[src/verilog/adc_ctrl_pkg.sv]
// constants, register map and types shared by the conversion control block
package adc_ctrl_pkg;

	// register index on the plain register port
	localparam logic [2:0] OFS_SC1 = 3'h0;
	localparam logic [2:0] OFS_SC2 = 3'h1;
	localparam logic [2:0] OFS_RH  = 3'h2;
	localparam logic [2:0] OFS_RL  = 3'h3;
	localparam logic [2:0] OFS_CVH = 3'h4;
	localparam logic [2:0] OFS_CVL = 3'h5;
	localparam logic [2:0] OFS_CFG = 3'h6;

	// reset values
	localparam logic [4:0] CHANNEL_OFF  = 5'h1F;
	localparam logic [7:0] SC2_RESET    = 8'h00;
	localparam logic [7:0] CFG_RESET    = 8'h00;
	localparam logic [7:0] CV_RESET     = 8'h00;
	localparam logic [7:0] RESULT_RESET = 8'h00;

	// field encodings
	localparam logic [1:0] MODE_10BIT    = 2'h2;
	localparam logic [1:0] ICLK_BUS      = 2'h0;
	localparam logic [1:0] ICLK_BUS_HALF = 2'h1;
	localparam logic [1:0] ICLK_ALT      = 2'h2;
	localparam logic [1:0] ICLK_ASYNC    = 2'h3;

	// timing
	localparam int         CLK_MHZ            = 20;
	localparam int         ASYNC_STARTUP_NS   = 5000;
	localparam int         ASYNC_STARTUP_CYC  = (ASYNC_STARTUP_NS * CLK_MHZ + 999) / 1000;
	localparam logic [6:0] STARTUP_BUS_CYC    = 7'h05;
	localparam logic [6:0] SETUP_CONVERSION_CLOCK         = 7'h03;
	localparam logic [6:0] SAMPLE_SHORT_CONVERSION_CLOCK  = 7'h04;
	localparam logic [6:0] SAMPLE_LONG_CONVERSION_CLOCK   = 7'h18;
	localparam logic [6:0] APPROX_8BIT_CONVERSION_CLOCK   = 7'h0D;
	localparam logic [6:0] APPROX_10BIT_CONVERSION_CLOCK  = 7'h10;

	typedef struct packed {
		logic       conversion_complete_flag;
		logic       complete_irq_enable;
		logic       continuous_enable;
		logic [4:0] ch;
	} sc1_t;

	typedef struct packed {
		logic       active;
		logic       trg;
		logic       compare_function_enable;
		logic       compare_greater_select;
		logic [3:0] rsvd;
	} sc2_t;

	typedef struct packed {
		logic       lpc;
		logic [1:0] div;
		logic       lsmp;
		logic [1:0] mode;
		logic [1:0] iclk;
	} cfg_t;

	typedef struct packed {
		logic [2:0] addr;
		logic [7:0] wdata;
		logic       wr;
		logic       rd;
	} bus_req_t;

	typedef enum logic [2:0] {
		ST_IDLE    = 3'b000,
		ST_STARTUP = 3'b001,
		ST_SETUP   = 3'b010,
		ST_SAMPLE  = 3'b011,
		ST_APPROX  = 3'b100
	} state_t;

endpackage
[src/verilog/adc_conversion_control.sv]
// conversion sequencing, abort, blocking and compare logic of the converter
// Behaviour
// - software trigger: write to control one with channel not all ones starts conversion.
// - hardware trigger selected: trigger event starts a conversion.
// - continuous mode relaunches right after each result transfer.
// - continuous series starts on one write or one trigger, repeats until aborted.
// - completion is the result transfer; flag set, interrupt if enable high.
// - 10-bit mode, high read but low not: transfer blocked, flag clear, result lost.
// - single conversion, compare enabled and false: blocking ignored, converter stops.
// - any other blocked transfer starts another conversion, single or continuous.
// - write to control one aborts; restarts unless channel all ones or hardware trigger selected.
// - write to control two, configuration or compare values aborts conversion.
// - reset aborts; stop entry aborts unless asynchronous clock selected.
// - abort keeps last results; reset returns results to reset values.
// - idle until started; async clock generator enabled only while active.
// - sample short or long, then approximate, then transfer result.
// - first conversion: 20/23/40/43 conversion clocks plus 5 bus cycles.
// - asynchronous clock adds 5 us startup to the first conversion.
// - later continuous conversions: 17/20/37/40 conversion clocks.
// - compare adds negated compare value; flag on greater-equal or less-than.
// - compare true stores the sum; false stores nothing, flag stays clear.
// - wait mode lets conversions run, start and complete with interrupt.
// - bus, half bus and async clocks stay usable in wait mode.
// - converter disabled during reset and while channel is all ones.
// - trigger rising edge starts; edges during conversion or continuous ignored.
//
// Design decisions made here: the register addresses and strobed register access.
`timescale 1ns/1ps

module adc_conversion_control (
	input  wire logic                  mclk,
	input  wire logic                  reset,
	input  wire adc_ctrl_pkg::bus_req_t bus_req,
	output logic [7:0]                 rd_data,
	input  wire logic                  hw_trigger_input,
	input  wire logic                  alternate_clock,
	input  wire logic                  async_clock_tick,
	input  wire logic                  stop_request,
	input  wire logic [9:0]            analog_result,
	output logic                       async_clock_enable,
	output logic                       sample_active,
	output logic                       approx_active,
	output logic                       conversion_active,
	output logic                       low_power_select,
	output logic [4:0]                 channel_select,
	output logic                       complete_irq
);

	adc_ctrl_pkg::state_t state_q;
	adc_ctrl_pkg::state_t state_d;
	adc_ctrl_pkg::sc2_t   sc2_q;
	adc_ctrl_pkg::cfg_t   cfg_q;
	adc_ctrl_pkg::sc1_t   sc1_w;

	logic       complete_irq_enable_q;
	logic       continuous_enable_q;
	logic [4:0] ch_q;
	logic       conversion_complete_flag_q;
	logic       conversion_complete_flag_d;
	logic       hi_read_q;
	logic [7:0] cvh_q;
	logic [7:0] cvl_q;
	logic [7:0] rh_q;
	logic [7:0] rl_q;
	logic       trig_q;
	logic       alt_q;
	logic       half_q;
	logic [2:0] div_cnt_q;
	logic [6:0] cnt_q;
	logic [6:0] cnt_d;

	// register decode
	wire wr_sc1 = bus_req.wr && (bus_req.addr == adc_ctrl_pkg::OFS_SC1);
	wire wr_sc2 = bus_req.wr && (bus_req.addr == adc_ctrl_pkg::OFS_SC2);
	wire wr_cfg = bus_req.wr && (bus_req.addr == adc_ctrl_pkg::OFS_CFG);
	wire wr_cvh = bus_req.wr && (bus_req.addr == adc_ctrl_pkg::OFS_CVH);
	wire wr_cvl = bus_req.wr && (bus_req.addr == adc_ctrl_pkg::OFS_CVL);
	wire rd_rh  = bus_req.rd && (bus_req.addr == adc_ctrl_pkg::OFS_RH);
	wire rd_rl  = bus_req.rd && (bus_req.addr == adc_ctrl_pkg::OFS_RL);

	assign sc1_w = adc_ctrl_pkg::sc1_t'(bus_req.wdata);

	wire ten_bit = cfg_q.mode == adc_ctrl_pkg::MODE_10BIT;
	wire ch_off  = ch_q == adc_ctrl_pkg::CHANNEL_OFF;
	wire idle    = state_q == adc_ctrl_pkg::ST_IDLE;
	wire async_sel = cfg_q.iclk == adc_ctrl_pkg::ICLK_ASYNC;

	// start and abort sources
	wire mode_change = wr_sc2 || wr_cfg || wr_cvh || wr_cvl;
	wire stop_abort  = stop_request && !async_sel;
	wire sw_start    = wr_sc1 && (sc1_w.ch != adc_ctrl_pkg::CHANNEL_OFF) && !sc2_q.trg;
	wire hw_edge     = hw_trigger_input && !trig_q;
	// edges are only looked at while idle, so a running series ignores them
	wire hw_start    = sc2_q.trg && hw_edge && idle && !ch_off;

	// conversion clock source and divider
	logic src_tick;
	always_comb begin
		case (cfg_q.iclk)
			adc_ctrl_pkg::ICLK_BUS:      src_tick = 1'b1;
			adc_ctrl_pkg::ICLK_BUS_HALF: src_tick = half_q;
			adc_ctrl_pkg::ICLK_ALT:      src_tick = alternate_clock && !alt_q;
			default:                     src_tick = async_clock_tick;
		endcase
	end
	// wait mode has no effect here: every source keeps ticking

	wire [2:0] div_max = (cfg_q.div == 2'h0) ? 3'h0 :
	                     (cfg_q.div == 2'h1) ? 3'h1 :
	                     (cfg_q.div == 2'h2) ? 3'h3 : 3'h7;
	wire running = (state_q == adc_ctrl_pkg::ST_SETUP) ||
	               (state_q == adc_ctrl_pkg::ST_SAMPLE) ||
	               (state_q == adc_ctrl_pkg::ST_APPROX);
	wire conversion_clock_en = running && src_tick && (div_cnt_q == div_max);

	// phase lengths
	wire [6:0] startup_len = adc_ctrl_pkg::STARTUP_BUS_CYC +
		(async_sel ? 7'(adc_ctrl_pkg::ASYNC_STARTUP_CYC) : 7'h00);
	wire [6:0] sample_len = cfg_q.lsmp ? adc_ctrl_pkg::SAMPLE_LONG_CONVERSION_CLOCK :
	                                     adc_ctrl_pkg::SAMPLE_SHORT_CONVERSION_CLOCK;
	wire [6:0] approx_len = ten_bit ? adc_ctrl_pkg::APPROX_10BIT_CONVERSION_CLOCK :
	                                  adc_ctrl_pkg::APPROX_8BIT_CONVERSION_CLOCK;

	logic [6:0] phase_len;
	always_comb begin
		case (state_q)
			adc_ctrl_pkg::ST_STARTUP: phase_len = startup_len;
			adc_ctrl_pkg::ST_SETUP:   phase_len = adc_ctrl_pkg::SETUP_CONVERSION_CLOCK;
			adc_ctrl_pkg::ST_SAMPLE:  phase_len = sample_len;
			default:                  phase_len = approx_len;
		endcase
	end

	// startup counts bus cycles, later phases count conversion clocks
	wire phase_tick = (state_q == adc_ctrl_pkg::ST_STARTUP) || conversion_clock_en;
	wire phase_last = phase_tick && (cnt_q == phase_len - 7'h01);
	wire conv_done  = (state_q == adc_ctrl_pkg::ST_APPROX) && phase_last;

	// compare and result shaping
	wire [9:0]  res_raw = ten_bit ? analog_result : {2'h0, analog_result[9:2]};
	wire [9:0]  cmp_val = ten_bit ? {cvh_q[1:0], cvl_q} : {2'h0, cvl_q};
	wire [10:0] cmp_sum = {1'b0, res_raw} + {1'b0, ~cmp_val} + 11'h001;
	wire        cmp_ge  = cmp_sum[10];
	wire        cmp_ok  = sc2_q.compare_greater_select ? cmp_ge : !cmp_ge;
	wire        cmp_fail = sc2_q.compare_function_enable && !cmp_ok;
	wire [9:0]  xfer_val = sc2_q.compare_function_enable ? cmp_sum[9:0] : res_raw;

	wire blocked     = ten_bit && hi_read_q;
	wire stop_single = cmp_fail && !continuous_enable_q;
	wire do_xfer     = conv_done && !cmp_fail && !blocked;
	// blocked transfers retry regardless of continuous mode
	wire restart     = !stop_single && (blocked || continuous_enable_q);

	// sequencer
	always_comb begin
		state_d = state_q;
		case (state_q)
			adc_ctrl_pkg::ST_IDLE: begin
				if (hw_start)
					state_d = adc_ctrl_pkg::ST_STARTUP;
			end
			adc_ctrl_pkg::ST_STARTUP: begin
				if (phase_last)
					state_d = adc_ctrl_pkg::ST_SETUP;
			end
			adc_ctrl_pkg::ST_SETUP: begin
				if (phase_last)
					state_d = adc_ctrl_pkg::ST_SAMPLE;
			end
			adc_ctrl_pkg::ST_SAMPLE: begin
				if (phase_last)
					state_d = adc_ctrl_pkg::ST_APPROX;
			end
			adc_ctrl_pkg::ST_APPROX: begin
				if (conv_done)
					state_d = restart ? adc_ctrl_pkg::ST_SAMPLE : adc_ctrl_pkg::ST_IDLE;
			end
			default: state_d = adc_ctrl_pkg::ST_IDLE;
		endcase
		if (mode_change || stop_abort || ch_off)
			state_d = adc_ctrl_pkg::ST_IDLE;
		if (wr_sc1)
			state_d = sw_start ? adc_ctrl_pkg::ST_STARTUP : adc_ctrl_pkg::ST_IDLE;
	end

	always_comb begin
		if (state_d != state_q || wr_sc1)
			cnt_d = 7'h00;
		else if (phase_tick)
			cnt_d = cnt_q + 7'h01;
		else
			cnt_d = cnt_q;
	end

	// a new result sets the flag even if a clear arrives in the same cycle
	wire conversion_complete_flag_clr = wr_sc1 || rd_rl;
	assign conversion_complete_flag_d = do_xfer ? 1'b1 : (conversion_complete_flag_clr ? 1'b0 : conversion_complete_flag_q);
	wire complete_irq_enable_d = wr_sc1 ? sc1_w.complete_irq_enable : complete_irq_enable_q;

	// read data
	wire [7:0] sc1_rd = {conversion_complete_flag_q, complete_irq_enable_q, continuous_enable_q, ch_q};
	wire [7:0] sc2_rd = {!idle, sc2_q.trg, sc2_q.compare_function_enable, sc2_q.compare_greater_select, 4'h0};
	wire [7:0] rd_mux = (bus_req.addr == adc_ctrl_pkg::OFS_SC1) ? sc1_rd :
	                    (bus_req.addr == adc_ctrl_pkg::OFS_SC2) ? sc2_rd :
	                    (bus_req.addr == adc_ctrl_pkg::OFS_RH)  ? rh_q :
	                    (bus_req.addr == adc_ctrl_pkg::OFS_RL)  ? rl_q :
	                    (bus_req.addr == adc_ctrl_pkg::OFS_CVH) ? cvh_q :
	                    (bus_req.addr == adc_ctrl_pkg::OFS_CVL) ? cvl_q :
	                    (bus_req.addr == adc_ctrl_pkg::OFS_CFG) ? cfg_q : 8'h00;

	always_ff @(posedge mclk or posedge reset) begin
		if (reset) begin
			state_q   <= adc_ctrl_pkg::ST_IDLE;
			cnt_q     <= 7'h00;
			div_cnt_q <= 3'h0;
			half_q    <= 1'b0;
			alt_q     <= 1'b0;
			trig_q    <= 1'b0;
		end else begin
			state_q   <= state_d;
			cnt_q     <= cnt_d;
			div_cnt_q <= (!running || (src_tick && div_cnt_q == div_max)) ? 3'h0 :
			             (src_tick ? div_cnt_q + 3'h1 : div_cnt_q);
			half_q    <= !half_q;
			alt_q     <= alternate_clock;
			trig_q    <= hw_trigger_input;
		end
	end

	always_ff @(posedge mclk or posedge reset) begin
		if (reset) begin
			complete_irq_enable_q <= 1'b0;
			continuous_enable_q <= 1'b0;
			ch_q   <= adc_ctrl_pkg::CHANNEL_OFF;
			sc2_q  <= adc_ctrl_pkg::sc2_t'(adc_ctrl_pkg::SC2_RESET);
			cfg_q  <= adc_ctrl_pkg::cfg_t'(adc_ctrl_pkg::CFG_RESET);
			cvh_q  <= adc_ctrl_pkg::CV_RESET;
			cvl_q  <= adc_ctrl_pkg::CV_RESET;
		end else begin
			if (wr_sc1) begin
				complete_irq_enable_q <= sc1_w.complete_irq_enable;
				continuous_enable_q <= sc1_w.continuous_enable;
				ch_q   <= sc1_w.ch;
			end
			if (wr_sc2)
				sc2_q <= adc_ctrl_pkg::sc2_t'({1'b0, bus_req.wdata[6:4], 4'h0});
			if (wr_cfg)
				cfg_q <= adc_ctrl_pkg::cfg_t'(bus_req.wdata);
			if (wr_cvh)
				cvh_q <= bus_req.wdata;
			if (wr_cvl)
				cvl_q <= bus_req.wdata;
		end
	end

	// results change only on a transfer; aborts leave them alone
	always_ff @(posedge mclk or posedge reset) begin
		if (reset) begin
			rh_q      <= adc_ctrl_pkg::RESULT_RESET;
			rl_q      <= adc_ctrl_pkg::RESULT_RESET;
			conversion_complete_flag_q    <= 1'b0;
			hi_read_q <= 1'b0;
		end else begin
			if (do_xfer) begin
				rh_q <= ten_bit ? {6'h00, xfer_val[9:8]} : 8'h00;
				rl_q <= xfer_val[7:0];
			end
			conversion_complete_flag_q <= conversion_complete_flag_d;
			// early high read during a single conversion causes retries
			if (rd_rh && ten_bit)
				hi_read_q <= 1'b1;
			else if (rd_rl)
				hi_read_q <= 1'b0;
		end
	end

	always_ff @(posedge mclk or posedge reset) begin
		if (reset) begin
			rd_data            <= 8'h00;
			async_clock_enable <= 1'b0;
			sample_active      <= 1'b0;
			approx_active      <= 1'b0;
			conversion_active  <= 1'b0;
			low_power_select   <= 1'b0;
			channel_select     <= adc_ctrl_pkg::CHANNEL_OFF;
			complete_irq       <= 1'b0;
		end else begin
			rd_data            <= bus_req.rd ? rd_mux : 8'h00;
			async_clock_enable <= (state_d != adc_ctrl_pkg::ST_IDLE) &&
			                      ((wr_cfg ? bus_req.wdata[1:0] : cfg_q.iclk) ==
			                       adc_ctrl_pkg::ICLK_ASYNC);
			sample_active      <= state_d == adc_ctrl_pkg::ST_SAMPLE;
			approx_active      <= state_d == adc_ctrl_pkg::ST_APPROX;
			conversion_active  <= state_d != adc_ctrl_pkg::ST_IDLE;
			low_power_select   <= wr_cfg ? bus_req.wdata[7] : cfg_q.lpc;
			channel_select     <= wr_sc1 ? sc1_w.ch : ch_q;
			complete_irq       <= conversion_complete_flag_d && complete_irq_enable_d;
		end
	end

endmodule

[config.mk]
export PLATFORM = sky130hd
export DESIGN_NAME = adc_conversion_control
export DESIGN_NICKNAME = d
export VERILOG_FILES = /design/src/verilog/adc_ctrl_pkg.sv /design/src/verilog/adc_conversion_control.sv
export SDC_FILE = /design/constraint.sdc
export NUM_CORES = 1
export LEC_CHECK = 0
export BUFFER_PORTS_ARGS = -buffer_cell sky130_fd_sc_hd__buf_4
export CORE_ASPECT_RATIO = 2
export CORE_MARGIN = 2
export CORE_UTILIZATION = 35
export CTS_CLUSTER_DIAMETER = 200
export DETAILED_ROUTE_END_ITERATION = 6
export MAX_ROUTING_LAYER = met4
export PLACE_DENSITY = 0.66
export SYNTH_ARGS = -nofsm -noshare
export SYNTH_HDL_FRONTEND = slang
export SYNTH_SLANG_ARGS = --single-unit
[constraint.sdc]
create_clock -name mclk -period 3.4 [get_ports mclk]
set_input_delay 0.51 -clock mclk [delete_from_list [all_inputs] [get_ports mclk]]
set_output_delay 0.51 -clock mclk [all_outputs]
set_load 0.01 [all_outputs]
== Word level (Yosys, flattened, before mapping) ==
Cells that the tools add are included.
W data, S select, Z words.
Cells by class
  add/subtract/negate cells: 6
  eq/ne operators: 24
  multiplexer cells: 42
  bitwise gates (word level): 1
  reduce and logical (&&, ||, !) cells: 63
Operator list (count)
  $mux W8: 8
  $mux W3: 12
  $mux W10: 3
  $logic_and A1 B1 Y1: 29
  $mux W7: 3
  $pmux W7 S3: 1
  $eq A3 B2 Y1 const B: 5
  $eq A3 B3 Y1 const B: 5
  $pmux W3 S5: 1
  $logic_not A1 Y1: 14
  $logic_or A1 B1 Y1: 12
  $add A10 B10 Y11: 1
  $add A11 B1 Y11 const B: 1
  $eq A2 B2 Y1 const B: 5
  $mux W5: 2
  $not A10 Y10: 1
  $mux W1: 8
  $add A3 B7 Y7 const A: 1
  $add A7 B1 Y7 const B: 1
  $eq A7 B7 Y1: 1
  $sub A7 B1 Y7 const B: 1
  $eq A3 B1 Y1 const B: 2
  $logic_not A3 Y1: 2
  $mux W2: 3
  other kinds (10): 14
Storage, ports and cells
  flip-flop bits (word level): 82
  input port bits: 29
  output and inout port bits: 19
  logic and storage cells: 166

== Depth between registers and ports, before layout ==
Gate-level depths: netlist of the first run.
  depth after elaboration: 20
  depth in mapped cells: 15
  gate-level depth less buffers: 13

== Worst setup path before layout of the first run ==
OpenSTA, ideal clock, no wires.
  path kind: register -> register
  start: register cfg_q[2] (netlist bit)
  end: register sample_active
  data arrival time: 3228 ps
  data required time: 3310 ps
  path slack: 82 ps
  stages on the path, launching flop included: 15
  path buffers: 2
  cells stage by stage: dfrtp_1 nor2b_1 clkbuf_1 clkbuf_1 nand2_1 nand2_1 ha_1 a21o_1 a21oi_1 a31oi_1 or3_1 and4_1 or3_1 o311a_1 a211oi_2
Between the ends
  word-level cells in the longest chain between the ends: 18
Ends and longest elaborated chain
  start, declared: RTL line adc_conversion_control.sv:52  | adc_ctrl_pkg::cfg_t cfg_q;
  start signal, assigned: RTL line adc_conversion_control.sv:236  | cfg_q <= adc_ctrl_pkg::cfg_t'(adc_ctrl_pkg::CFG_RESET);
  start signal, assigned: RTL line adc_conversion_control.sv:248  | cfg_q <= adc_ctrl_pkg::cfg_t'(bus_req.wdata);
  $eq A2 B2 Y1 *: RTL line adc_conversion_control.sv:83  | wire ten_bit = cfg_q.mode == adc_ctrl_pkg::MODE_10BIT;
  $mux W10: RTL line adc_conversion_control.sv:141  | wire [9:0] cmp_val = ten_bit ? {cvh_q[1:0], cvl_q} : {2'h0, cvl_q};
  $not A10 Y10: RTL line adc_conversion_control.sv:142  | wire [10:0] cmp_sum = {1'b0, res_raw} + {1'b0, ~cmp_val} + 11'h001;
  $add A10 B10 Y11: RTL line adc_conversion_control.sv:142
  $add A11 B1 Y11: RTL line adc_conversion_control.sv:142
  $logic_not A1 Y1: RTL line adc_conversion_control.sv:144  | wire cmp_ok = sc2_q.compare_greater_select ? cmp_ge : !cmp_ge;
  $mux W1: RTL line adc_conversion_control.sv:144
  $logic_not A1 Y1: RTL line adc_conversion_control.sv:145  | wire cmp_fail = sc2_q.compare_function_enable && !cmp_ok;
  (+2 left out)
  $logic_not A1 Y1: RTL line adc_conversion_control.sv:152  | wire restart = !stop_single && (blocked || continuous_enable_q);
  $logic_and A1 B1 Y1: RTL line adc_conversion_control.sv:152
  $mux W2: RTL line adc_conversion_control.sv:176  | state_d = restart ? adc_ctrl_pkg::ST_SAMPLE : adc_ctrl_pkg::ST_IDLE;
  $mux W3: RTL line adc_conversion_control.sv:175  | if (conv_done)
  $pmux W3 S5 *: RTL line adc_conversion_control.sv:157  | case (state_q)
  $mux W3 *: RTL line adc_conversion_control.sv:180  | if (mode_change || stop_abort || ch_off)
  $mux W3 *: RTL line adc_conversion_control.sv:182  | if (wr_sc1)
  $eq A3 B2 Y1 *: RTL line adc_conversion_control.sv:292  | sample_active <= state_d == adc_ctrl_pkg::ST_SAMPLE;
  end signal, assigned: RTL line adc_conversion_control.sv:292
  end, declared: RTL line adc_conversion_control.sv:41  | output logic sample_active,
Mark *: on every way between the ends. The rest lies on a longest branch, timed or not.
A chain may end at the register's enable or synchronous reset.

== Worst setup path in the final report of the first run ==
  start: register cfg_q[3] (netlist bit)
  end: register sample_active
Same word-level chain as after synthesis.

==> metrics list, run 1 <==
- Worst rel slew slack: 0.547
- # DRC: 0
* RSZ-0062 raised after global routing: true
- met2 is the most crowded layer.
- DP Cell Count: 665
- Number of clock sinks: 76
* Max Slew Vio Count: 0
- Clock tree synthesis selected as its root buffer the cell sky130_fd_sc_hd__clkbuf_16.
- Drt total wl: 13500 um
- Of all nets on the critical path, the largest fanout is 5.
- For met3 alone, demand over resource in global routing was 0.0265.
* Number of violations reported at the end of detailed-routing iteration 0: 285
* Post-synthesis instance area: 4540 um^2
- EDFF count, synth: 0
- Data required, critical path: 3.65 ns
* Warning count from the yosys run: 0
* Prevailing post-synth register cell: sky130_fd_sc_hd__dfrtp_1
* Post-route fraction of the period consumed by the critical path: 0.979
- Number of top-level pins: 48
* Most repeated cell in the gate-level netlist after synthesis: sky130_fd_sc_hd__dfrtp_1
* Floorplan Core Area: 12600 um^2
- Lkg Pwr: 2.59 nW
* Layout filler cell count: 1240
- Layout Area Growth over Synthesis: 22.0%
- On the critical path, the stage with the largest delay is an instance of sky130_fd_sc_hd__dfrtp_1.
- The initial utilization of the core area, before any placement, comes to 0.359.
* Max clock buf depth: 2
- Hold crit path type: in2async
- Count of TritonRoute iterations in the first routing pass: 4
- The die covers 13900 um^2.
- For the final database, setup skew stands at 0.0112 ns.
* Clock latency on the worst-skew pair: 0.34 ns
* Final-layout worst hold slack: 0.277 ns
- Cell accounting for the most synthesized area: sky130_fd_sc_hd__dfrtp_1
- The largest single stage delay on the critical path is 0.42 ns.
- The detail route stage leaves a number of antenna-violating nets equal to 0.
- Proportion of layout cells with a drive suffix above 1: 0.281
- The worst setup path is launched from a flop.
- Met2 Usage GRT: 0.387
- Averaged over all synthesized cells, the footprint is 9.68 um^2.
* First-pass GRT wire length: 20800 um
* Routed vias: 3768
- Derived from the worst setup path, the maximum achievable clock frequency is 300 MHz.
- Sequence of cells on the critical path: nor2b_4 -> mux2i_2 -> ha_2 -> fa_2 -> nor2b_2 -> o2111ai_2 -> a31oi_2 -> or3_4 -> and4_1 -> or3_1 -> o311a_1 -> a211oi_2
* Number of cell rows: 58
- After clock tree synthesis, the clock-pin slew on the worst setup and hold paths is 0.06 ns.
* Crit. path cell count: 12
* Peak supply drop: 257 uV
- Summed over all nets, the half-perimeter wirelength after detailed placement is 10800 um.
- At the end of the flow the core is filled with cells to 0.438.
* Final setup vio count: 0
- The critical path contains buffers and inverters numbering 0 combined.
- The number of global-route vias before repair is 3994.
- For flop-to-flop paths, the worst setup slack is 0.07 ns.
- For this run, the number of standard cells in the final layout without fillers is 683.
- Pin slew with the least headroom to its limit: 0.678 ns
- The worst setup path is captured at a flop.
- Die span in x: 84.5 um
- Syn nets: 512
* Average routed wire per standard cell: 19.8 um
* Total power: 3.21 mW
* Top area cells in the synthesized netlist: sky130_fd_sc_hd__dfrtp_1 (39%), sky130_fd_sc_hd__mux2_2 (8.7%), sky130_fd_sc_hd__nand2_1 (5.5%)
- Largest net degree at the start of global routing: 33
- Of the post-synthesis cell area, the dominant cell type holds 0.392.
- Power per unit of standard cell area: 579 nW/um^2
* Number of buffers inserted during clock tree synthesis: 9
- H-tree level count: 3
- Post-Syn Instances: 469
- The share of the Yosys chip area taken by registers is 0.420.
- In this run the tool buffered the top-level ports with 47 buffer cells.
- Counting distinct cell types in the post-synthesis netlist gives 59.
- Ranked by instance count, the synthesized netlist is headed by sky130_fd_sc_hd__dfrtp_1 (71), sky130_fd_sc_hd__nand2_1 (66), sky130_fd_sc_hd__mux2_2 (35).
* Met1 usage: 0.175
- STA puts the critical path data arrival time at 3.58 ns.
* Async SR Flop Fraction: 1.00
- Routability cong.: 0.942
* Shortest clock period the worst path allows after layout: 3.33 ns
* Maxcap violations: 0
- Critical register-to-register path endpoint: sample_active
* Crit path kind: reg2reg
- Number of antenna violations at the first check in global routing: 0
* Kind of cell adding the most delay to the critical path: simple AND/OR/NAND/NOR gates
- Post-cts hold buffer count: 0
- Avg Vias per Cell: 5.52
* Final Hold Vio Count: 0
- CTS tree: done
- Measured along the y axis, the die boundary spans 165 um.
- The repair_antennas step left the layout with diodes totalling 0.
* Number of nets in the layout: 571
- #FFs+latches synth: 76
* Depth of the worst register-to-register path: 12
- For this run, the total global-route usage over all layers was measured as 0.205.
- After global routing the overflow that remains totals 0.
* Reg-to-reg critical path startpoint: cfg_q[3]
- The run finished with clean final reports.
-- where the power goes --
group / leakage [nW] / total, mW / switching [mW] / internal (mW)
Sequential: 0.960 / 1.18 / 0.149 / 1.04
Combinational: 1.47 / 1.01 / 0.534 / 0.480
Clock: 0.158 / 1.01 / 0.362 / 0.647
Total: 2.59 / 3.21 / 1.04 / 2.16
-- layout by cell type (no fill, tap or decap), types with 3 or more instances in the layout --
| cell | count |
|---|---|
| sky130_fd_sc_hd__or3_1 | 4 |
| sky130_fd_sc_hd__clkbuf_8 | 4 |
| sky130_fd_sc_hd__dfstp_2 | 5 |
| sky130_fd_sc_hd__a21oi_1 | 15 |
| sky130_fd_sc_hd__nor3_1 | 5 |
| sky130_fd_sc_hd__xor2_1 | 7 |
| sky130_fd_sc_hd__ha_1 | 12 |
| sky130_fd_sc_hd__nand2_1 | 66 |
| sky130_fd_sc_hd__dfrtp_1 | 71 |
| sky130_fd_sc_hd__clkbuf_16 | 9 |
| sky130_fd_sc_hd__a21o_1 | 3 |
| sky130_fd_sc_hd__inv_1 | 17 |
| sky130_fd_sc_hd__and2_1 | 5 |
| sky130_fd_sc_hd__or2_2 | 3 |
| sky130_fd_sc_hd__nand2b_1 | 6 |
| sky130_fd_sc_hd__a31oi_1 | 4 |
| sky130_fd_sc_hd__o21ai_0 | 21 |
| sky130_fd_sc_hd__o21ai_1 | 9 |
| sky130_fd_sc_hd__a211oi_1 | 4 |
| sky130_fd_sc_hd__nand3b_1 | 4 |
| sky130_fd_sc_hd__nand4_1 | 4 |
| sky130_fd_sc_hd__a221o_1 | 4 |
| sky130_fd_sc_hd__mux2_2 | 35 |
| sky130_fd_sc_hd__nor2b_1 | 7 |
| sky130_fd_sc_hd__nor2_1 | 27 |
| sky130_fd_sc_hd__nor4_1 | 3 |
| sky130_fd_sc_hd__buf_4 | 71 |
| sky130_fd_sc_hd__o211a_1 | 4 |
| sky130_fd_sc_hd__nand3_1 | 8 |
| sky130_fd_sc_hd__o211ai_1 | 9 |
| sky130_fd_sc_hd__and3_1 | 13 |
| sky130_fd_sc_hd__mux2i_1 | 20 |
| sky130_fd_sc_hd__xnor2_1 | 11 |
-- sequential cells by signal (all words and copies together), names as in the netlist, 2 cells and up --
name	count
rh_q	2
sc2_q	3
rd_data	8
cvh_q	8
div_cnt_q	3
rl_q	8
channel_select	5
cfg_q	8
state_q	3
cvl_q	8
cnt_q	7
-- what timing repair did --
| item | 4_1_cts | 5_1_grt |
|---|---|---|
| endpoints found under the setup margin | 18 | 19 |
| resized for setup | 4 | 8 |
| buffers inserted | 0 | 2 |
| pin swaps | 0 | 1 |
-- per-layer routing --
metal,up-vias,routed length (um)
met2,101,7670
met5,-,0
met3,53,323
met4,0,1040
li1,1793,-
met1,1821,4490
-- through the flow --
| stage | setup TNS, ns | setup WS [ns] | instance area, um^2 |
|---|---|---|---|
| after global placement | -0.0224 | -0.0224 | 5150 |
| after detailed placement | -0.968 | -0.172 | 5150 |
| after floorplan | 0 | 0.0818 | 4540 |
| after CTS | 0 | 0.0383 | 5490 |
| after global routing | -0.102 | -0.0621 | 5540 |
| final | 0 | 0.0701 | 5540 |
-- worst max-delay path by stage --
stage                   from            end  slack [ns]
finish              cfg_q[3]  sample_active        0.07
global route        cfg_q[3]  sample_active       -0.06
CTS                 cfg_q[3]  sample_active        0.04
detailed placement  cfg_q[3]  sample_active       -0.17
global placement    cfg_q[3]  sample_active       -0.02
floorplan           cfg_q[2]  sample_active        0.08
-- worst reg2reg max path, delay by kind of cell, from the launching register on --
family / cells / cell delay (ns)
adders and majority gates: 2 / 0.45
muxes: 1 / 0.25
AOI/OAI and AO/OA: 4 / 0.88
DFF: 1 / 0.42
and+or+nand+nor: 5 / 1.23
-- cell type report --
| class | instances | area [um^2] | area share |
|---|---|---|---|
| clock buffers | 13 | 280 | 0.0506 |
| clock inverters | 3 | 42.5 | 0.00769 |
| inverters | 18 | 67.6 | 0.0122 |
| multi-input cells | 352 | 2520 | 0.455 |
| flip-flops and latches | 76 | 1910 | 0.345 |
| well taps | 150 | 188 | 0.0339 |
| repair buffers | 71 | 533 | 0.0963 |
-- cell families (layout without fill, tap and decap cells) --
group	count (synthesis)	count (layout)	synth area share
adders and majority gates	14	14	0.0403
xor gates and xnor gates	18	18	0.0347
DFF	76	76	0.420
AOI/OAI and AO/OA	93	93	0.143
buffers and inverters	41	105	0.0356
and+or+nand+nor	169	169	0.187
muxes	58	58	0.138
(Power assumes the default switching activity.)
==> run 2: changes to the inputs <==
--- a/config.mk
+++ b/config.mk
@@ -12,7 +12,7 @@
 export CTS_CLUSTER_DIAMETER = 200
 export DETAILED_ROUTE_END_ITERATION = 6
 export MAX_ROUTING_LAYER = met4
-export PLACE_DENSITY = 0.66
+export PLACE_DENSITY = 0.64
 export SYNTH_ARGS = -nofsm -noshare
 export SYNTH_HDL_FRONTEND = slang
 export SYNTH_SLANG_ARGS = --single-unit
==> constraint.sdc (replaced) <==
create_clock -name mclk -period 4.2 [get_ports mclk]
set_input_delay 0.63 -clock mclk [delete_from_list [all_inputs] [get_ports mclk]]
set_output_delay 0.63 -clock mclk [all_outputs]
set_load 0.01 [all_outputs]
==> run 2 against run 1 <==
Effect of this change: total power fell by 21%; clock-buffer cell count decreased by 2; global-route usage decreased by 0.89 points; utilization fell by 1.6 points; flip-flop and latch count unchanged; sequential power decreased by 19%; register-to-register slack gained 0.62 ns; die area is the same; largest power group unchanged.
==> metrics list, run 2 (synthesized netlist as in run 1, its figures left out) <==
- Result of the run: finished clean
- The routed wirelength normalized by instance count was 19.4 um (-2.1%).
* Max Fclk: 285 MHz (-5.2%)
- Layout filler cell count: 1258 (+1.5%)
* Routed vias: 3735 (-0.88%)
- Drt total wl: 12900 um (-4.8%)
- The level count of the clock H-tree came to 3 (unchanged).
* Clock transition at the register clock pins on the worst setup and hold paths after CTS: 0.06 ns (about the same)
* Cell type of the slowest stage on the worst timing path: sky130_fd_sc_hd__dfrtp_1
* Half-perimeter wire length of the detailed placement result: 10100 um (-6.4%)
- Number of stages on the worst hold path: 1
- Critical-path maximum fanout: 19 (+14)
- Crit path kind: reg2reg
* Data required, critical path: 4.45 ns (+0.80 ns)
- Hold crit path type: in2reg
- The count of final hold-check violations is 0 (unchanged).
- The vertical die dimension was 165 um (unchanged).
* Sequential cell area in the final layout: 1910 um^2 (unchanged)
- Relative contribution of the clock network to total power: 0.323 (+0.008)
* Total Die Area: 13900 um^2 (unchanged)
* Kind of cell adding the most delay to the critical path: compound AO/OA/AOI/OAI gates
* Die span in x: 84.5 um (unchanged)
- Number of setup buffers added after CTS: 0 (unchanged)
- The cell internal power dissipation is 1.70 mW (-21%).
- Combined area of the multi-input logic cells: 2470 um^2 (-1.9%)
- Clock latency on the worst-skew pair: 0.34 ns (about the same)
- The largest incremental delay on the critical path is 0.40 ns (-0.02 ns).
* Arrival time of data at the critical path endpoint: 3.76 ns (+0.18 ns)
- Pin slew with the least headroom to its limit: 0.880 ns (+0.202 ns)
- The number of global-route vias before repair is 3820 (-4.4%).
- Critical path launch point type: flop
* Crit path buf inv count: 1 (+1)
* Post-DRT Antenna Nets: 0 (unchanged)
- Setup repair after global routing left no endpoint under its margin.
- The clock sink count is 76 (unchanged).
- Max Slew Vio Count: 0 (unchanged)
- Traced cell by cell, the critical path runs through nor2b_1 -> buf_4 -> mux2i_1 -> ha_1 -> fa_1 -> nor2b_1 -> o2111ai_1 -> a31oi_1 -> o21ai_0 -> and4_1 -> or3_1 -> o311a_1 -> a211oi_2.
- Routability cong.: 0.908 (-3.6%)
- The worst setup path is captured at a flop.
- The number of cells on the critical path is 13 (+1).
- Number of buffers inserted during clock tree synthesis: 9 (unchanged)
- Number of antenna violations at the first check in global routing: 0 (unchanged)
- Total negative slack for setup checks: 0 ns (unchanged)
- Cell type with the highest occurrence count on the critical path: sky130_fd_sc_hd__nor2b_1
- Max clock buf depth: 2 (unchanged)
- TritonCTS built the clock tree.
* First-pass GRT wire length: 20100 um (-3.4%)
- # resized after CTS: 0 (-4)
- The sequential fraction of design power was 0.380 (+0.010).
* Number of top-level pins: 48 (unchanged)
- Combinational cell fraction of total power: 0.297 (-0.019)
- Global-route usage over all layers: 0.196 (-0.00893)
* Buffer type at the clock tree root: sky130_fd_sc_hd__clkbuf_16
- Largest net degree at the start of global routing: 42 (+27%)
- Number of buffer cells added on primary ports: 47 (unchanged)
- The post-cts hold buffer count was 0 (unchanged).
- Remaining global-route overflow: 0 (unchanged)
* Number of nets in the layout: 552 (-3.3%)
- The area growth from synthesis to layout is 17.5%.
* Peak supply drop: 209 uV (-19%)
- Shortest clock period the worst path allows after layout: 3.51 ns (+0.184 ns)
- The starting utilization of the core area is 0.359 (unchanged).
- The placed cell area is 5020 um^2 (-2.5%).
* Maxcap violations: 0 (unchanged)
- The first-pass iteration count of the detailed router was 4 (unchanged).
- Avg Vias per Cell: 5.63 (+2.0%)
- Leading cell type in the layout, fill and taps excluded: sky130_fd_sc_hd__dfrtp_1
- The switching power came to 0.826 mW (-21%).
* Final design area excluding fillers: 5330 um^2 (-3.6%)
* Number of violations reported at the end of detailed-routing iteration 0: 254 (-11%)
- Max Clock Skew: 0.00926 ns (-0.00193 ns)
- The number of remaining DRC errors was 0 (unchanged).
- The total power per unit cell area is 474 nW/um^2 (-18%).
* Post-route fraction of the period consumed by the critical path: 0.837 (-0.143)
- The row count is 58 (unchanged).
* Worst rel slew slack: 0.413 (-0.135)
- The area of the core was 12600 um^2 (unchanged).
- The total of endpoints with negative setup slack in the final report was 0 (unchanged).
- Proportion of layout cells with a drive suffix above 1: 0.232 (-0.0499)
- The final antenna diode count is 0 (unchanged).
- The switching power as a share of total power was 0.327 (+0.00105).
- Depth of the worst register-to-register path: 13 (+1)
* Lkg Pwr: 2.48 nW (-4.1%)
- Most frequent cells in the layout: sky130_fd_sc_hd__dfrtp_1 (71), sky130_fd_sc_hd__nand2_1 (66), sky130_fd_sc_hd__buf_4 (52), sky130_fd_sc_hd__mux2_2 (35), sky130_fd_sc_hd__nor2_1 (27)
[run 2: final cells by class]
cell class,instances,share of cell area
Multi-Input combinational cell,352,0.463
Sequential cell,76,0.358
Timing Repair Buffer,52,0.0732
Clock buffer,11,0.0436
Tap cell,150,0.0352
Clock inverter,5,0.0148
Inverter,18,0.0127
[run 2: worst paths after layout]
| check | to | from | slack, ns |
|---|---|---|---|
| setup / recovery | sample_active | cfg_q[3] | 0.69 |
| hold / removal | alt_q | alternate_clock | 0.40 |
| setup reg to reg | sample_active | cfg_q[3] | 0.69 |
| hold reg to reg | half_q | half_q | 0.42 |
| max in group asynchronous | channel_select[3] | reset | 2.70 |
| min in group asynchronous | cvh_q[2] | reset | 0.48 |
[run 2: metrics by stage]
step	setup slack (ns)	utilization	total power [mW]	instances	hold slack, ns
floorplan	0.882	-	1.48	469	0.395
global placement	0.835	0.398	1.69	648	0.407
detailed placement	0.726	0.398	1.72	648	0.410
CTS	0.710	0.422	2.54	664	0.395
global route	0.431	0.422	2.67	664	0.396
finish	0.686	0.422	2.53	664	0.401
[run 2: power by group through the flow]
stage               sequential [mW]  combinational (mW)  clock (mW)
global placement              0.967               0.720           0
finish                        0.960               0.752       0.818
CTS                           0.960               0.751       0.829
detailed placement            0.973               0.748           0
floorplan                     0.925               0.551           0
global route                  0.974               0.840       0.859
[run 2: routing by layer]
| metal | track usage | wire, um |
|---|---|---|
| met2 | 0.357 | 7200 |
| met4 | 0.154 | 986 |
| met3 | 0.0240 | 344 |
| met5 | - | 0 |
| met1 | 0.180 | 4350 |
==> run 3: changes to the inputs <==
--- a/config.mk
+++ b/config.mk
@@ -5,6 +5,7 @@
 export SDC_FILE = /design/constraint.sdc
 export NUM_CORES = 1
 export LEC_CHECK = 0
+export ABC_AREA = 1
 export BUFFER_PORTS_ARGS = -buffer_cell sky130_fd_sc_hd__buf_4
 export CORE_ASPECT_RATIO = 2
 export CORE_MARGIN = 2
==> constraint.sdc (replaced) <==
create_clock -name mclk -period 3.32 [get_ports mclk]
set_input_delay 0.498 -clock mclk [delete_from_list [all_inputs] [get_ports mclk]]
set_output_delay 0.498 -clock mclk [all_outputs]
set_load 0.01 [all_outputs]
==> run 3 against run 2 <==
Effect of this change: flip-flop and latch count unchanged; wire length is 14% higher; register-to-register slack got worse by 0.37 ns; setup slack worse by 0.37 ns; utilization grew 1.1 points; critical endpoint is now cnt_q[1]; clock skew is 0.00075 ns higher; hold slack lost 0.13 ns.
==> metrics list, run 3 <==
- Result of the run: finished clean
* Data required, critical path: 3.54 ns (-0.91 ns)
- Power per unit of standard cell area: 589 nW/um^2 (+24%)
- RSZ-0062 raised after global routing: false
- The time the worst path needs with I/O delays and setup is 3.00 ns (-0.513 ns).
- Syn nets: 640 (+25%)
- Number of violations reported at the end of detailed-routing iteration 0: 354 (+39%)
- Of all cell types, the one taking the most synthesized area is sky130_fd_sc_hd__dfrtp_1.
- The final max-slew violation count came to 0 (unchanged).
- Maxcap violations: 0 (unchanged)
* Die span in x: 84.4 um (-0.15%)
- The maximum number of pins on one net before global-route repair came to 53 (+26%).
- Sorting the synthesized cells by how often they occur yields sky130_fd_sc_hd__nand2_1 (138), sky130_fd_sc_hd__inv_1 (89), sky130_fd_sc_hd__o21ai_0 (72).
* Half-perimeter wire length of the detailed placement result: 11600 um (+14%)
- The area of the core was 12600 um^2 (unchanged).
- Total Die Area: 13900 um^2 (-0.32%)
* Routed vias: 4326 (+16%)
- TritonCTS built the clock tree.
* Distinct cells, synth: 38 (-36%)
* Arrival time of data at the critical path endpoint: 3.22 ns (-0.54 ns)
- Sequential area share after synthesis: 0.422 (+0.00140)
- Number of cell rows: 58 (unchanged)
- Final Hold Vio Count: 0 (unchanged)
* #FFs+latches synth: 76 (unchanged)
- Worst rel slew slack: 0.353 (-0.0599)
- Routability cong.: 1.03 (+14%)
- The vertical die dimension came to 165 um (-0.16%).
* Critical path launch point type: flop
- The routed wirelength normalized by instance count is 18.1 um (-6.4%).
- EDFF count, synth: 0 (unchanged)
- The final total negative setup slack came to 0 ns (unchanged).
- The total of buffers placed on input and output ports came to 47 (unchanged).
* Sequence of cells on the critical path: nor2_2 -> buf_4 -> o21ai_0 -> ha_1 -> nand2_1 -> nor3_1 -> nand3_1 -> nand4_1 -> nand4_1 -> nand2_1 -> nand4_1 -> nand3_1 -> nand3_1 -> a21oi_1 -> nor2_2 -> nand2_2 -> nor2_1
- The share of flip-flops with an asynchronous set or reset after synthesis is 1.00 (unchanged).
* Type of destination of the critical path: flop
* Remaining global-route overflow: 0 (unchanged)
* Post-route fraction of the period consumed by the critical path: 0.904 (+0.0672)
- # DRC: 0 (unchanged)
* Number of nets in the layout: 700 (+27%)
* Max Fclk: 333 MHz (+17%)
- The total length of routed wires was 14700 um (+14%).
* Leading cell type in the layout, fill and taps excluded: sky130_fd_sc_hd__nand2_1
* N_diodes: 0 (unchanged)
- Number of top-level pins: 48 (unchanged)
- Final setup vio count: 0 (unchanged)
- Prevailing post-synth register cell: sky130_fd_sc_hd__dfrtp_1
* Top area cells in the synthesized netlist: sky130_fd_sc_hd__dfrtp_1 (39%), sky130_fd_sc_hd__nand2_1 (11%), sky130_fd_sc_hd__o21ai_0 (8.0%)
- Buffer type at the clock tree root: sky130_fd_sc_hd__clkbuf_16
* Max Clock Skew: 0.0100 ns (+0.000752 ns)
- Post-synthesis instance area: 4520 um^2 (-0.33%)
- Critical-path maximum fanout: 12 (-7)
- Most repeated cell in the gate-level netlist after synthesis: sky130_fd_sc_hd__nand2_1
- The post-synthesis instance total is 597 (+27%).
- In the layout the commonest cells are sky130_fd_sc_hd__nand2_1 (138), sky130_fd_sc_hd__inv_1 (87), sky130_fd_sc_hd__dfrtp_1 (71), sky130_fd_sc_hd__o21ai_0 (70), sky130_fd_sc_hd__buf_4 (58).
* Combined area of the multi-input logic cells: 2230 um^2 (-9.8%)
* Area share of the leading cell type in the synthesized netlist: 0.393 (+0.00130)
- Number of buffers inserted during clock tree synthesis: 9 (unchanged)
- Post-synthesis area per instance: 7.58 um^2 (-22%)
* Number of antenna violations at the first check in global routing: 0 (unchanged)
* Count of TritonRoute iterations in the first routing pass: 7 (+3)
* Pin slew with the least headroom to its limit: 0.971 ns (+0.0911 ns)
- The number of inserted filler cells in the final layout is 1302 (+3.5%).
* Clock transition at the register clock pins on the worst setup and hold paths after CTS: 0.07 ns (about the same)
- Global-route usage over all layers: 0.226 (+0.0305)
* Hold crit path type: in2reg
- Critical Path Max Stage Delay: 0.42 ns (+0.02 ns)
* Utilization of the core after routing: 0.434 (+0.0112)
* First-pass GRT wire length: 23200 um (+16%)
* Proportion of layout cells with a drive suffix above 1: 0.171 (-0.0608)
- The number of warnings issued by yosys is 0 (unchanged).
* Peak supply drop: 294 uV (+41%)
* Crit path kind: reg2reg
* Sequential cell area in the final layout: 1910 um^2 (unchanged)
- The number of global-route vias before repair came to 4414 (+16%).
- The starting utilization of the core area came to 0.358 (-0.00119).
* Max clock buf depth: 2 (unchanged)
- The clock sink count came to 76 (unchanged).
* H-tree level count: 3 (unchanged)
- Post-DRT Antenna Nets: 0 (unchanged)
- Relative to the synthesized area, the layout overhead comes to 21.1%.
* Avg Vias per Cell: 5.33 (-5.3%)
- The cell leakage power came to 2.71 nW (+9.4%).
- The slowest stage of the critical path belongs to the cell sky130_fd_sc_hd__dfrtp_1.
- The insertion delay of the later-clocked pin in the worst-skew pair came to 0.34 ns (about the same).
run 3: changes by cell type after synthesis, sizes merged, moves of 26 or more:
cell   previous run  this run
o21ai            32        72
nand2            66       151
nor2             27        53
inv              18        92
nand3             8        36
mux2             37         0
run 3: critical path, delay by kind of cell, from the launching register on:
family / cells / cell delay, ns
DFF: 1 / 0.42
and+or+nand+nor: 13 / 1.51
buffers and inverters: 1 / 0.21
adders and majority gates: 1 / 0.37
AOI/OAI and AO/OA: 2 / 0.37
run 3: report_power, final:
part / switching (mW) / internal [mW] / total (mW) / leakage (nW)
Combinational: 0.559 / 0.324 / 0.883 / 1.57
Clock: 0.416 / 0.764 / 1.18 / 0.175
Sequential: 0.120 / 1.04 / 1.16 / 0.965
Total: 1.09 / 2.13 / 3.23 / 2.71
run 3: cell type report:
type | instances | area share
sequential | 76 | 0.348
timing repair buffer | 58 | 0.0795
clock buffer | 10 | 0.0436
inverter | 95 | 0.0656
multi-input combinational | 417 | 0.407
tap | 150 | 0.0343
clock inverter | 6 | 0.0217
run 3: cell families after synthesis:
family          share of synthesized area
simple gates                        0.248
compound gates                      0.162
buf+inv                            0.0866
flops                               0.422
xor+xnor                           0.0368
fa+ha+maj                          0.0404
mux                               0.00443
run 3: timing repair:
| action | 4_1_cts | 5_1_grt |
|---|---|---|
| resized for setup | 0 | 5 |
| endpoints found under the setup margin | 0 | 7 |
| hold buffers | 0 | 0 |
| buffers inserted | 0 | 2 |
run 3: layer usage:
metal	GRT usage	routed length, um
met1	0.206	4970
met5	-	0
met2	0.420	8090
met3	0.0325	491
met4	0.165	1180
run 3: worst paths after layout:
kind / startpoint / endpoint / slack, ns / cells past startpoint
setup / recovery: cfg_q[2] / cnt_q[1] / 0.32 / 17
hold / removal: alternate_clock / alt_q / 0.27 / 1
setup reg to reg: cfg_q[2] / cnt_q[1] / 0.32 / 17
hold reg to reg: half_q / half_q / 0.40 / 1
max in group asynchronous: reset / channel_select[1] / 2.20 / 3
min in group asynchronous: reset / alt_q / 0.33 / 2
run 3: per-stage QoR:
step	total power, mW	cell area, um^2	std cells	hold WS, ns	worst slack [ns]
floorplan	1.71	4520	597	0.379	0.488
global placement	1.99	5100	794	0.392	0.380
detailed placement	2.02	5100	794	0.393	0.322
CTS	3.20	5460	810	0.265	0.273
global route	3.40	5480	812	0.264	0.0204
finish	3.23	5480	812	0.271	0.319
